File: src/tmb_defs.svh
`ifndef TMB_DEFS_SVH
`define TMB_DEFS_SVH

// register indices; byte address is four times the index
`define TMB_IDX_CTRL_B    8'h14
`define TMB_IDX_RLD_HI    8'h15
`define TMB_IDX_RLD_LO    8'h16
`define TMB_IDX_CNT_HI    8'h17
`define TMB_IDX_CNT_LO    8'h18
`define TMB_IDX_CTRL_C    8'h19
`define TMB_IDX_IRQ_STAT  8'h1e
`define TMB_IDX_IRQ_MASK  8'h1f

// control register fields, same layout for both control registers
`define TMB_CTL_STOPRX    7
`define TMB_CTL_MODE_HI   5
`define TMB_CTL_MODE_LO   4
`define TMB_CTL_AUTO      3
`define TMB_CTL_TICK_HI   1
`define TMB_CTL_TICK_LO   0
`define TMB_CTL_WR_MASK   8'hbb

// start modes
`define TMB_MODE_MANUAL   2'h0
`define TMB_MODE_TX_END   2'h1
`define TMB_MODE_TRIM     2'h2
`define TMB_MODE_TRIM_UF  2'h3

// tick sources
`define TMB_TICK_13M56    2'h0
`define TMB_TICK_212K     2'h1
`define TMB_TICK_TIMER_A  2'h2
`define TMB_TICK_TIMER_C  2'h3

// interrupt status bits
`define TMB_IRQ_UNDERFLOW 0
`define TMB_IRQ_RX_HALT   1
`define TMB_IRQ_BITS      2

// reset values
`define TMB_RST_BYTE      8'h00
`define TMB_RST_WORD      16'h0000
`define TMB_RST_IRQ       2'h0
`define TMB_RST_DATA      32'h0000_0000

`endif

File: src/tmb_pkg.sv
package tmb_pkg;

  // gray along idle -> run -> halted
  typedef enum logic [1:0] {
    TMB_IDLE = 2'h0,
    TMB_RUN  = 2'h1,
    TMB_HALT = 2'h3
  } tmb_state_t;

endpackage : tmb_pkg

File: src/tmb_timer.sv
`timescale 1ns/1ps
`default_nettype none
`include "tmb_defs.svh"

module tmb_timer
  import tmb_pkg::*;
(
  input  wire logic        ref_clk_i,
  input  wire logic        rst_n_i,
  input  wire logic [9:0]  avs_address_i,
  input  wire logic        avs_read_i,
  input  wire logic        avs_write_i,
  input  wire logic [31:0] avs_writedata_i,
  output logic      [31:0] avs_readdata_o,
  output logic             avs_waitrequest_o,
  input  wire logic        tick_13m56_i,
  input  wire logic        tick_212k_i,
  input  wire logic        timer_a_underflow_i,
  input  wire logic        timer_c_underflow_i,
  input  wire logic        start_now_i,
  input  wire logic        stop_now_i,
  input  wire logic        tx_done_i,
  input  wire logic        rx_first_nibble_i,
  input  wire logic        low_freq_oscillator_i,
  output logic             timer_b_underflow_o,
  output logic             timer_b_running_o,
  output logic             irq_o
);

  ////////////////////////////////////////////////////////////////////////
  // registers and state

  tmb_state_t                 state;
  logic [15:0]                count;
  logic [7:0]                 timer_b_control;
  logic [7:0]                 timer_c_control;
  logic [7:0]                 timer_b_reload_high;
  logic [7:0]                 timer_b_reload_low;
  logic [`TMB_IRQ_BITS-1:0]   irq_status;
  logic [`TMB_IRQ_BITS-1:0]   irq_mask;
  logic                       lfo_prev;

  logic                       timer_b_stop_on_receive;
  logic [1:0]                 timer_b_start_mode;
  logic                       timer_b_auto_reload;
  logic [1:0]                 timer_b_tick_select;
  logic [15:0]                timer_b_reload_word;
  logic                       trim_mode;
  logic                       running;
  logic                       tick;
  logic                       lfo_rise;
  logic                       start_evt;
  logic                       stop_evt;
  logic                       rx_halt_evt;
  logic                       at_zero;
  logic                       uf_evt;
  logic [7:0]                 word_idx;
  logic                       aligned;
  logic                       wr_acc;
  logic                       rd_acc;
  logic [`TMB_IRQ_BITS-1:0]   irq_set;
  logic [`TMB_IRQ_BITS-1:0]   irq_clr;
  logic [`TMB_IRQ_BITS-1:0]   next_irq_status;
  logic [7:0]                 rd_byte;

  // control fields
  assign timer_b_stop_on_receive = timer_b_control[`TMB_CTL_STOPRX];
  assign timer_b_start_mode  = timer_b_control[`TMB_CTL_MODE_HI:`TMB_CTL_MODE_LO];
  assign timer_b_auto_reload = timer_b_control[`TMB_CTL_AUTO];
  assign timer_b_tick_select = timer_b_control[`TMB_CTL_TICK_HI:`TMB_CTL_TICK_LO];
  assign timer_b_reload_word = {timer_b_reload_high, timer_b_reload_low};

  assign trim_mode = (timer_b_start_mode == `TMB_MODE_TRIM) ||
                     (timer_b_start_mode == `TMB_MODE_TRIM_UF);
  assign running   = (state == TMB_RUN);
  assign lfo_rise  = low_freq_oscillator_i && !lfo_prev;
  assign at_zero   = (count == `TMB_RST_WORD);

  ////////////////////////////////////////////////////////////////////////
  // tick source

  always_comb begin
    case (timer_b_tick_select)
      `TMB_TICK_13M56:   tick = tick_13m56_i;
      `TMB_TICK_212K:    tick = tick_212k_i;
      `TMB_TICK_TIMER_A: tick = timer_a_underflow_i;
      `TMB_TICK_TIMER_C: tick = timer_c_underflow_i;
      default:           tick = 1'b0;
    endcase
  end

  ////////////////////////////////////////////////////////////////////////
  // start and stop events

  always_comb begin
    start_evt = start_now_i;
    if (timer_b_start_mode == `TMB_MODE_TX_END && tx_done_i) begin
      start_evt = 1'b1;
    end
    if (trim_mode && lfo_rise && !running) begin
      start_evt = 1'b1;
    end
  end

  // receive stop only outside trimming
  assign rx_halt_evt = running && timer_b_stop_on_receive && !trim_mode && rx_first_nibble_i;

  // stop wins over a start arriving in the same cycle
  assign stop_evt = stop_now_i || rx_halt_evt || (trim_mode && lfo_rise && running);

  // trimming without underflow just parks at zero, no event
  assign uf_evt = running && !stop_evt && !start_evt && tick && at_zero &&
                  (timer_b_start_mode != `TMB_MODE_TRIM);

  always_ff @(posedge ref_clk_i or negedge rst_n_i) begin
    if (!rst_n_i) begin
      lfo_prev <= 1'b0;
    end else begin
      lfo_prev <= low_freq_oscillator_i;
    end
  end

  ////////////////////////////////////////////////////////////////////////
  // counter and state

  always_ff @(posedge ref_clk_i or negedge rst_n_i) begin
    if (!rst_n_i) begin
      state <= TMB_IDLE;
      count <= `TMB_RST_WORD;
    end else if (stop_evt) begin
      state <= rx_halt_evt ? TMB_HALT : TMB_IDLE;
    end else if (start_evt) begin
      state <= TMB_RUN;
      count <= timer_b_reload_word;
    end else if (running && tick) begin
      if (!at_zero) begin
        count <= count - 16'h0001;
      end else if (timer_b_start_mode == `TMB_MODE_TRIM) begin
        state <= TMB_IDLE;
      end else if (timer_b_auto_reload) begin
        count <= timer_b_reload_word;
      end else begin
        state <= TMB_IDLE;
      end
    end
  end

  always_ff @(posedge ref_clk_i or negedge rst_n_i) begin
    if (!rst_n_i) begin
      timer_b_underflow_o <= 1'b0;
      timer_b_running_o   <= 1'b0;
    end else begin
      timer_b_underflow_o <= uf_evt;
      timer_b_running_o   <= running;
    end
  end

  ////////////////////////////////////////////////////////////////////////
  // avalon slave: one wait cycle, then the answer

  assign word_idx = avs_address_i[9:2];
  assign aligned  = (avs_address_i[1:0] == 2'h0);
  assign wr_acc   = avs_write_i && !avs_waitrequest_o && aligned;
  assign rd_acc   = avs_read_i && !avs_waitrequest_o && aligned;

  always_ff @(posedge ref_clk_i or negedge rst_n_i) begin
    if (!rst_n_i) begin
      avs_waitrequest_o <= 1'b1;
    end else begin
      avs_waitrequest_o <= !((avs_read_i || avs_write_i) && avs_waitrequest_o);
    end
  end

  always_ff @(posedge ref_clk_i or negedge rst_n_i) begin
    if (!rst_n_i) begin
      timer_b_control     <= `TMB_RST_BYTE;
      timer_c_control     <= `TMB_RST_BYTE;
      timer_b_reload_high <= `TMB_RST_BYTE;
      timer_b_reload_low  <= `TMB_RST_BYTE;
      irq_mask            <= `TMB_RST_IRQ;
    end else if (wr_acc) begin
      case (word_idx)
        `TMB_IDX_CTRL_B:   timer_b_control <= avs_writedata_i[7:0] & `TMB_CTL_WR_MASK;
        `TMB_IDX_CTRL_C:   timer_c_control <= avs_writedata_i[7:0] & `TMB_CTL_WR_MASK;
        `TMB_IDX_RLD_HI:   timer_b_reload_high <= avs_writedata_i[7:0];
        `TMB_IDX_RLD_LO:   timer_b_reload_low  <= avs_writedata_i[7:0];
        `TMB_IDX_IRQ_MASK: irq_mask <= avs_writedata_i[`TMB_IRQ_BITS-1:0];
        default: begin
        end
      endcase
    end
  end

  // count bytes are live; reading them during reception is software's hazard
  always_comb begin
    case (word_idx)
      `TMB_IDX_CTRL_B:   rd_byte = timer_b_control;
      `TMB_IDX_CTRL_C:   rd_byte = timer_c_control;
      `TMB_IDX_RLD_HI:   rd_byte = timer_b_reload_high;
      `TMB_IDX_RLD_LO:   rd_byte = timer_b_reload_low;
      `TMB_IDX_CNT_HI:   rd_byte = count[15:8];
      `TMB_IDX_CNT_LO:   rd_byte = count[7:0];
      `TMB_IDX_IRQ_STAT: rd_byte = {6'h00, irq_status};
      `TMB_IDX_IRQ_MASK: rd_byte = {6'h00, irq_mask};
      default:           rd_byte = `TMB_RST_BYTE;
    endcase
  end

  // data is captured in the wait cycle so it stands with waitrequest low
  always_ff @(posedge ref_clk_i or negedge rst_n_i) begin
    if (!rst_n_i) begin
      avs_readdata_o <= `TMB_RST_DATA;
    end else if (avs_read_i && avs_waitrequest_o) begin
      avs_readdata_o <= aligned ? {24'h000000, rd_byte} : `TMB_RST_DATA;
    end
  end

  a_bus_one_wait: assert property (@(posedge ref_clk_i) disable iff (!rst_n_i)
    (avs_read_i || avs_write_i) && avs_waitrequest_o |=> !avs_waitrequest_o)
    else $error("request got no answer cycle");

  a_answer_one_cycle: assert property (@(posedge ref_clk_i) disable iff (!rst_n_i)
    !avs_waitrequest_o |=> avs_waitrequest_o)
    else $error("waitrequest low for more than one cycle");

  a_idle_bus_waits: assert property (@(posedge ref_clk_i) disable iff (!rst_n_i)
    !avs_read_i && !avs_write_i |=> avs_waitrequest_o)
    else $error("waitrequest dropped without a request");

  a_ctrl_write_mask: assert property (@(posedge ref_clk_i) disable iff (!rst_n_i)
    wr_acc && word_idx == `TMB_IDX_CTRL_B
    |=> timer_b_control == (8'($past(avs_writedata_i)) & `TMB_CTL_WR_MASK))
    else $error("control write not stored");

  a_reload_low_write: assert property (@(posedge ref_clk_i) disable iff (!rst_n_i)
    wr_acc && word_idx == `TMB_IDX_RLD_LO
    |=> timer_b_reload_low == 8'($past(avs_writedata_i)))
    else $error("reload low write not stored");

  a_unaligned_write_ignored: assert property (@(posedge ref_clk_i) disable iff (!rst_n_i)
    avs_write_i && !aligned |=> $stable(timer_b_control) && $stable(timer_b_reload_high)
    && $stable(timer_b_reload_low))
    else $error("unaligned write changed a register");

  ////////////////////////////////////////////////////////////////////////
  // interrupts: sticky, cleared by reading, a new event beats the clear

  always_comb begin
    irq_set = `TMB_RST_IRQ;
    irq_set[`TMB_IRQ_UNDERFLOW] = uf_evt;
    irq_set[`TMB_IRQ_RX_HALT]   = rx_halt_evt;
    // clear only what the read reported; a bit set during the wait cycle survives
    irq_clr = (rd_acc && word_idx == `TMB_IDX_IRQ_STAT) ?
              avs_readdata_o[`TMB_IRQ_BITS-1:0] : `TMB_RST_IRQ;
    next_irq_status = (irq_status & ~irq_clr) | irq_set;
  end

  always_ff @(posedge ref_clk_i or negedge rst_n_i) begin
    if (!rst_n_i) begin
      irq_status <= `TMB_RST_IRQ;
      irq_o      <= 1'b0;
    end else begin
      irq_status <= next_irq_status;
      irq_o      <= |(next_irq_status & irq_mask);
    end
  end

  a_rx_sets_flag: assert property (@(posedge ref_clk_i) disable iff (!rst_n_i)
    rx_halt_evt |=> irq_status[`TMB_IRQ_RX_HALT])
    else $error("receive halt flag missing");

  a_stat_read_clears: assert property (@(posedge ref_clk_i) disable iff (!rst_n_i)
    rd_acc && word_idx == `TMB_IDX_IRQ_STAT && !uf_evt && !rx_halt_evt
    |=> (irq_status & avs_readdata_o[`TMB_IRQ_BITS-1:0]) == `TMB_RST_IRQ)
    else $error("status read did not clear reported bits");

  a_quiet_no_irq: assert property (@(posedge ref_clk_i) disable iff (!rst_n_i)
    irq_status == `TMB_RST_IRQ |-> !irq_o)
    else $error("interrupt without a status bit");

  ////////////////////////////////////////////////////////////////////////
  // assertions

  a_start_loads_word: assert property (@(posedge ref_clk_i) disable iff (!rst_n_i)
    start_evt && !stop_evt |=> running && count == $past(timer_b_reload_word))
    else $error("start did not load reload word");

  a_rx_halts_count: assert property (@(posedge ref_clk_i) disable iff (!rst_n_i)
    running && timer_b_stop_on_receive && !trim_mode && rx_first_nibble_i
    |=> state == TMB_HALT ##1 (state == TMB_HALT || $past(start_evt)))
    else $error("receive did not halt the timer");

  a_trim_ignores_rx: assert property (@(posedge ref_clk_i) disable iff (!rst_n_i)
    running && trim_mode && rx_first_nibble_i && !lfo_rise && !stop_now_i
    |=> state != TMB_HALT)
    else $error("receive stop acted in trimming");

  a_tx_end_start: assert property (@(posedge ref_clk_i) disable iff (!rst_n_i)
    timer_b_start_mode == `TMB_MODE_TX_END && tx_done_i && !stop_evt |=> running)
    else $error("end of transmission did not start");

  a_manual_no_auto: assert property (@(posedge ref_clk_i) disable iff (!rst_n_i)
    timer_b_start_mode == `TMB_MODE_MANUAL && !running && !start_now_i |=> !running)
    else $error("timer started by itself");

  a_trim_edge_stop: assert property (@(posedge ref_clk_i) disable iff (!rst_n_i)
    trim_mode && lfo_rise && running |=> state == TMB_IDLE)
    else $error("reference edge did not stop trimming");

  a_trim_no_uf: assert property (@(posedge ref_clk_i) disable iff (!rst_n_i)
    timer_b_start_mode == `TMB_MODE_TRIM |=> !timer_b_underflow_o)
    else $error("underflow in trimming without underflow");

  a_reload_wrap: assert property (@(posedge ref_clk_i) disable iff (!rst_n_i)
    uf_evt && timer_b_auto_reload
    |=> running && count == $past(timer_b_reload_word) && timer_b_underflow_o)
    else $error("auto reload failed at zero");

  a_zero_stop: assert property (@(posedge ref_clk_i) disable iff (!rst_n_i)
    uf_evt && !timer_b_auto_reload |=> state == TMB_IDLE && at_zero)
    else $error("timer kept running after zero");

  a_uf_sets_flag: assert property (@(posedge ref_clk_i) disable iff (!rst_n_i)
    uf_evt |=> irq_status[`TMB_IRQ_UNDERFLOW] ##1 (irq_o || !irq_mask[`TMB_IRQ_UNDERFLOW]
    || !irq_status[`TMB_IRQ_UNDERFLOW]))
    else $error("underflow flag or interrupt missing");

  a_tick_gates_count: assert property (@(posedge ref_clk_i) disable iff (!rst_n_i)
    running && !tick && !start_evt && !stop_evt |=> $stable(count) && running)
    else $error("count moved without a tick");

  a_decrement_one: assert property (@(posedge ref_clk_i) disable iff (!rst_n_i)
    running && tick && !at_zero && !start_evt && !stop_evt
    |=> count == $past(count) - 16'h0001)
    else $error("count did not drop by one");

  a_reload_no_disturb: assert property (@(posedge ref_clk_i) disable iff (!rst_n_i)
    wr_acc && (word_idx == `TMB_IDX_RLD_HI || word_idx == `TMB_IDX_RLD_LO)
    && running && !tick && !start_evt && !stop_evt |=> $stable(count))
    else $error("reload write disturbed the count");

  a_halt_holds: assert property (@(posedge ref_clk_i) disable iff (!rst_n_i)
    state == TMB_HALT && !start_evt && !stop_evt |=> state == TMB_HALT && $stable(count))
    else $error("halted timer moved");

  a_stopped_count_still: assert property (@(posedge ref_clk_i) disable iff (!rst_n_i)
    !running && !start_evt |=> $stable(count))
    else $error("stopped count changed");

  a_trim_edge_start: assert property (@(posedge ref_clk_i) disable iff (!rst_n_i)
    trim_mode && lfo_rise && !running && !stop_now_i |=> running)
    else $error("reference edge did not start trimming");

  a_trim_zero_park: assert property (@(posedge ref_clk_i) disable iff (!rst_n_i)
    running && tick && at_zero && timer_b_start_mode == `TMB_MODE_TRIM
    && !start_evt && !stop_evt |=> state == TMB_IDLE)
    else $error("trimming without underflow did not park");

  a_running_out: assert property (@(posedge ref_clk_i) disable iff (!rst_n_i)
    running |=> timer_b_running_o)
    else $error("running output low while running");

  a_stopped_out: assert property (@(posedge ref_clk_i) disable iff (!rst_n_i)
    !running |=> !timer_b_running_o)
    else $error("running output high while stopped");

  a_underflow_out: assert property (@(posedge ref_clk_i) disable iff (!rst_n_i)
    uf_evt |=> timer_b_underflow_o)
    else $error("underflow output missing");

endmodule : tmb_timer

`default_nettype wire
File: config.mk
export PLATFORM = sky130hd
export DESIGN_NAME = tmb_timer
export DESIGN_NICKNAME = d
export VERILOG_FILES = /design/src/tmb_pkg.sv /design/src/tmb_timer.sv
export VERILOG_INCLUDE_DIRS = /design/src
export SDC_FILE = /design/constraint.sdc
export NUM_CORES = 1
export LEC_CHECK = 0
export ABC_AREA = 1
export BUFFER_PORTS_ARGS = -buffer_cell sky130_fd_sc_hd__buf_2
export CAP_MARGIN = 25
export CELL_PAD_IN_SITES_DETAIL_PLACEMENT = 0
export CELL_PAD_IN_SITES_GLOBAL_PLACEMENT = 1
export CORE_ASPECT_RATIO = 0.8
export CORE_MARGIN = 2
export CORE_UTILIZATION = 35
export DETAILED_ROUTE_END_ITERATION = 10
export PLACE_DENSITY_LB_ADDON = 0.1
export SYNTH_ARGS = -nofsm -noshare
export SYNTH_HDL_FRONTEND = slang
export SYNTH_SLANG_ARGS = --single-unit
File: constraint.sdc
create_clock -name ref_clk_i -period 1.5 [get_ports ref_clk_i]
set_clock_uncertainty 0.05 [all_clocks]
set_input_delay 0.15 -clock ref_clk_i [delete_from_list [all_inputs] [get_ports ref_clk_i]]
set_output_delay 0.15 -clock ref_clk_i [all_outputs]
set_load 0.03 [all_outputs]
* Word-level counts from Yosys, hierarchy flattened
Cells that the tools add are included.
Widths: inputs -> output; s select.
** Storage, ports and cells
- Word-level logic and storage cells :: 103
- Output and inout port bits :: 36
- Bits in registers :: 87
- Input bits :: 55
** Operators by class
- Equality and inequality tests :: 19
- Reduce and logical (&&, ||, !) cells :: 46
- Multiplexer cells :: 18
- Bitwise operators :: 5
- $add $sub $neg :: 1
** Operator list (count)
- $mux 16 :: 5
- $eq 8x5->1 const B :: 8
- $pmux 8 s8 :: 1
- $logic_and 1x1->1 :: 21
- $logic_not 16->1 :: 1
- $mux 2 :: 8
- $sub 16x1->16 const B :: 1
- $reduce_and 2->1 :: 5
- $eq 2x2->1 const B :: 4
- $mux 8 :: 1
- $logic_not 1->1 :: 7
- $eq 2x1->1 const B :: 3
- $ne 3x3->1 const B :: 2
- $reduce_bool 3->1 :: 2
- $and 2x2->2 :: 2
- $logic_not 2->1 :: 2
- $logic_or 1x1->1 :: 4
- $ne 4x1->1 const B :: 1
- $pmux 1 s4 :: 1
- $reduce_and 4->1 :: 1
- $reduce_and 3->1 :: 1
- $mux 1 :: 2
- $ne 2x2->1 const B :: 1
- $not 2->2 :: 1
- 4 further kinds :: 4

* Logic depth before layout (Yosys ltp)
- Depth in word-level cells :: 16
- Mapped depth :: 12
- Depth with buffers taken out :: 11

* Worst setup path before layout
OpenSTA, ideal clock, no wires.
- Path type :: flip-flop to flip-flop
- From :: register count[0]
- To :: register count[13]
- Cell stages (with the launch flop) :: 11
- Arrival :: 1.398 ns
- Buffers on the path :: 1
- Clock period less this slack :: 1.565 ns
- Required time :: 1.333 ns
- Path slack :: -0.065 ns
- Path through :: dfrtp_1 -> inv_1 -> ha_1 -> nand2_1 -> nor2_1 -> nand3_1 -> nand2_4 -> nand2_8 -> buf_6 -> nand2_1 -> nand2_1
** On the way
- Longest elaborated chain between the ends :: 4
** RTL lines
- start, declared :: line tmb_timer.sv:34 : logic [15:0] count;
- start signal, assigned :: line tmb_timer.sv:129 : count <= `TMB_RST_WORD;
- start signal, assigned :: line tmb_timer.sv:134 : count <= timer_b_reload_word;
- start signal, assigned :: line tmb_timer.sv:137 : count <= count - 16'h0001;
- $sub 16x1->16 / $logic_not 16->1 (equally long branches)
- $mux 16 :: line tmb_timer.sv:136 : if (!at_zero) begin
- $mux 16 :: line tmb_timer.sv:135 : end else if (running && tick) begin
- $mux 16 :: line tmb_timer.sv:132 : end else if (start_evt) begin
Several ways; a longest one is shown, not always the timed one. The select of a mux whose other input is x is not followed.
A chain may end at the register's enable or synchronous reset.

* Final worst setup path
- From :: register timer_b_control[5]
- To :: register count[9]
** On the way
- Longest elaborated chain between the ends :: 9
** RTL lines
- start, declared :: line tmb_timer.sv:35 : logic [7:0] timer_b_control;
- start signal, assigned :: line tmb_timer.sv:176 : timer_b_control <= `TMB_RST_BYTE;
- start signal, assigned :: line tmb_timer.sv:183 : `TMB_IDX_CTRL_B: timer_b_control <= avs_writedata_i[7:0] & `TMB_CTL_WR_MASK;
- branches (longest 9 deep; another with $reduce_and 4->1)
Several ways; the timed one is not identified.

==> Implementation_results.wiki <==
{| class="wikitable"
! Metric !! Value
|-
| Fraction of layout cells with a size suffix above 1 || about 30%
|-
| Total power per unit cell area || about 1500 nW/um^2
|-
| Max H-tree Level || 3
|-
| Chip Height || around 100 um
|-
| Number of buffers on the longest clock path || 2
|-
| CP required || about 1.7 ns
|-
| Most used standard cells in the synthesized netlist || sky130_fd_sc_hd__nand2_1 (195), sky130_fd_sc_hd__nand3_1 (73), sky130_fd_sc_hd__dfrtp_1 (62), sky130_fd_sc_hd__inv_1 (56)
|-
| Post-placement worst setup slack || -0.200 ns
|-
| Placeable core area || ~11000 um^2
|-
| Number of flops mapped to enable cells by yosys || 0
|-
| Post-synthesis instance area || roughly 4000 um^2
|-
| # DRC || 0
|-
| Global placer's final weighted congestion || 0.905
|-
| Fillers || between 1000 and 1500
|-
| Vias per Instance || about 4.8
|-
| Avg Inst Size Synth || roughly 7.0 um^2
|-
| Drt initial violations || approximately 230
|-
| Leading area contributor after synthesis || sky130_fd_sc_hd__dfrtp_1
|-
| Number of I/O pins || between 90 and 100
|-
| Total count of hold-check failures in the final report || 0
|-
| Synth top area share || about 39%
|-
| Number of warning messages in the yosys log || 0
|-
| Critical-path maximum fanout || 5
|-
| Detailed-route wire length on metal 1 || 6.40 mm
|-
| Leakage || about 3 nW
|-
| Via count of the first global-routing pass || about 3800
|-
| Routed length per instance || 15.2 um
|-
| Post-detailed-route count of antenna-violating nets || 0
|-
| Pin count of the biggest net entering global routing || between 60 and 70
|-
| Highest Signal Layer || met4
|-
| Die W || 123 um
|-
| Starting density of the core || a little over a third
|-
| Final antenna diode count || 0
|-
| Total area of sequential cells || around 1600 um^2
|-
| Startpoint of the worst hold path || avs_writedata_i[2]
|-
| Number of cells on the worst hold path || 3
|-
| Hold Path Class || in2reg
|-
| Post-route worst setup slack || -0.141 ns
|-
| Data arrival at the endpoint of the critical path || between 1.5 and 2 ns
|-
| Number of clock buffers inserted by TritonCTS || 9
|-
| Reg-to-reg startpoint || timer_b_control[5]$_DFFE_PN0P_
|-
| Final setup vio count || 19
|-
| Final WL || around 13 mm
|-
| Number of search-and-repair iterations in the first detailed-routing pass || 5
|-
| Setup repair after global routing missed its margin || yes
|-
| Met3 wire length || about 700 um
|-
| Hold Path End || timer_b_reload_high[2]$_DFFE_PN0P_
|-
| Max-capacitance violation count || 0
|-
| FF+latch count, synth || 63
|-
| Die area || 12300 um^2
|-
| Most used DFF post-synth || sky130_fd_sc_hd__dfrtp_1
|-
| Post-CTS clock slew at the launch and capture registers of the worst setup and hold paths || around 0.060 ns
|-
| Insertion delay to the later sink of the worst-skew pair || approximately 0.33 ns
|-
| Portion of the clock cycle consumed by the worst path in the final layout || 109%
|-
| Max Clock Freq || ~610 MHz
|-
| Area of combinational cells with multiple inputs || between 2000 and 2500 um^2
|-
| Detailed placement HPWL || approximately 9.2 mm
|-
| Routed length on met2 || 5.61 mm
|-
| All-layer global routing usage || between 20% and 30%
|-
| Global-route wire length before repair || 20.2 mm
|-
| Placed instance area || 4730 um^2
|-
| Endpoint of the worst register-to-register path || count[9]$_DFFE_PN0P_
|-
| Total negative slack || -1.73 ns
|-
| Global-route congestion overflow total || 0
|-
| Async set or reset register ratio after synthesis || 100%
|-
| Antenna violations before repair || 0
|-
| Finished layout cell area || about 5600 um^2
|-
| Area growth from synthesis to final layout || 41.3%
|-
| Root buffer cell || sky130_fd_sc_hd__clkbuf_16
|-
| Number of buffers added on ports || 42
|-
| Post-synth cell types || 32
|-
| Post-layout net count || 754
|-
| Worst Reg-to-Reg Cells || 11
|-
| Violations in the final reports || negative setup slack
|-
| Core utilization of the finished layout || 51.4%
|-
| Max Transition Viols Final || 0
|-
| Cells taking the most area after synthesis || sky130_fd_sc_hd__dfrtp_1 (39%), sky130_fd_sc_hd__nand2_1 (18%), sky130_fd_sc_hd__nand3_1 (9.2%)
|-
| Sequential cell area fraction in the yosys report || 39.5%
|-
| Rows || 34
|-
| Final critical delay including setup and external delays || approximately 1.6 ns
|-
| Number of sinks on the clock net || 63
|-
| Classification of the worst setup path || reg2reg
|-
| Count of mapped cells out of synthesis || 572
|-
| Clock tree from TritonCTS || built
|-
| Dominant cell by count in the synthesized netlist || sky130_fd_sc_hd__nand2_1
|-
| Worst ir drop on vdd || 0.000872 V
|-
| Register-to-register setup slack || -0.14 ns
|-
| Total via count in the routed design || slightly above 4000
|-
| Crit end category || flip-flop
|-
| Nature of the critical path startpoint || flip-flop
|-
| Run status || complete, but fails checks
|}
## routing by layer
metal  track usage [%]  vias to the layer above
li1                  -                     2038
met1              33.0                     1916
met2              32.7                      106
met3              4.07                       12
met4              4.72                        0
met5                 0                        -
## where the power goes
group	total, mW	internal (mW)	switching [mW]
clock network	2.09	1.33	0.762
logic	4.21	1.87	2.34
registers	2.10	1.92	0.185
total	8.41	5.12	3.29
## final cells by class
| class | count | share of cell area (%) |
|---|---|---|
| clock inverters | 5 | 1.02 |
| clock buffers | 11 | 4.31 |
| well taps | 144 | 3.20 |
| flip-flops and latches | 63 | 28.0 |
| repair buffers | 129 | 18.5 |
| inverters | 59 | 4.02 |
| multi-input cells | 435 | 41.0 |
## cells in the final DEF, fill, tap and decap left out, types with 4 or more instances in the layout
cell / Yosys / routed
sky130_fd_sc_hd__nand3_1: 73 / 68
sky130_fd_sc_hd__nand2_4: 2 / 6
sky130_fd_sc_hd__nor2_1: 43 / 26
sky130_fd_sc_hd__nand2_2: 3 / 19
sky130_fd_sc_hd__xor2_1: 4 / 4
sky130_fd_sc_hd__nand4_1: 19 / 19
sky130_fd_sc_hd__nand2_1: 195 / 173
sky130_fd_sc_hd__nand2_8: 1 / 4
sky130_fd_sc_hd__clkbuf_16: 0 / 11
sky130_fd_sc_hd__buf_2: 6 / 42
sky130_fd_sc_hd__conb_1: 1 / 24
sky130_fd_sc_hd__nor2_4: 4 / 17
sky130_fd_sc_hd__dlygate4sd3_1: 0 / 4
sky130_fd_sc_hd__buf_6: 4 / 5
sky130_fd_sc_hd__o21ai_0: 43 / 39
sky130_fd_sc_hd__nor2_2: 6 / 10
sky130_fd_sc_hd__inv_1: 56 / 52
sky130_fd_sc_hd__o21ai_1: 1 / 4
sky130_fd_sc_hd__buf_12: 0 / 6
sky130_fd_sc_hd__buf_4: 28 / 68
sky130_fd_sc_hd__dfrtp_1: 62 / 61
sky130_fd_sc_hd__inv_2: 1 / 4
sky130_fd_sc_hd__nand3_2: 2 / 4
## what timing repair did
action                                 in CTS  in global routing
buffers inserted                            8                  6
gates cloned                                3                  2
pin swaps                                  15                 26
hold buffers                                3                  1
endpoints found under the hold margin      64                  1
resized for setup                          37                 57
setup endpoints to repair                  21                 21
## worst max-delay path by stage
stage | cells after the start | slack (ns) | from | endpoint
floorplan | 9 | 0.002 | timer_b_control[5]$_DFFE_PN0P_ | count[13]$_DFFE_PN0P_
global route | 11 | -0.20 | timer_b_control[5]$_DFFE_PN0P_ | count[9]$_DFFE_PN0P_
global placement | 9 | -0.20 | timer_b_control[5]$_DFFE_PN0P_ | count[7]$_DFFE_PN0P_
CTS | 11 | -0.12 | timer_b_control[5]$_DFFE_PN0P_ | count[9]$_DFFE_PN0P_
detailed placement | 9 | -0.20 | timer_b_control[5]$_DFFE_PN0P_ | count[9]$_DFFE_PN0P_
finish | 11 | -0.14 | timer_b_control[5]$_DFFE_PN0P_ | count[9]$_DFFE_PN0P_
## sequential cells by signal, summed over array words and instances (netlist names)
register and cells:
lfo_prev 1, avs_readdata_o 8, irq_o 1, timer_b_running_o 1, timer_b_reload_high 8, timer_b_control 6, avs_waitrequest_o 1, state 2
timer_b_underflow_o 1, irq_mask 2, timer_b_reload_low 8, irq_status 2, timer_c_control 6, count 16
## cell families after synthesis
| kind of cell | Yosys count | share of synthesized area, % |
|---|---|---|
| DFF | 63 | 39.5 |
| buffers and inverters | 98 | 12.8 |
| AOI/OAI and AO/OA | 48 | 6.15 |
| and+or+nand+nor | 355 | 39.7 |
| adders and majority gates | 2 | 0.627 |
| other | 1 | 0.0940 |
| xor gates and xnor gates | 5 | 1.10 |
## stage by stage
stage                     cells  power (mW)  hold slack, ns
after floorplan             595        3.92          -0.196
after detailed placement    807        5.20           0.146
final                       846        8.41          0.0349
after CTS                   837        7.79         -0.0655
after global routing        846        8.92          0.0598
after global placement      807        5.20           0.141
## worst max-delay path: stages (launching register included)
cell,delay (ns)
sky130_fd_sc_hd__dfrtp_2,0.44
sky130_fd_sc_hd__buf_6,0.13
sky130_fd_sc_hd__nand3_4,0.07
sky130_fd_sc_hd__nor2_4,0.05
sky130_fd_sc_hd__nor2_4,0.14
sky130_fd_sc_hd__buf_12,0.14
sky130_fd_sc_hd__nand2_8,0.10
sky130_fd_sc_hd__buf_12,0.16
sky130_fd_sc_hd__nor2_4,0.07
sky130_fd_sc_hd__nor2_1,0.04
sky130_fd_sc_hd__nand2_1,0.07
sky130_fd_sc_hd__nand2_1,0.05
(Power assumes the default switching activity.)
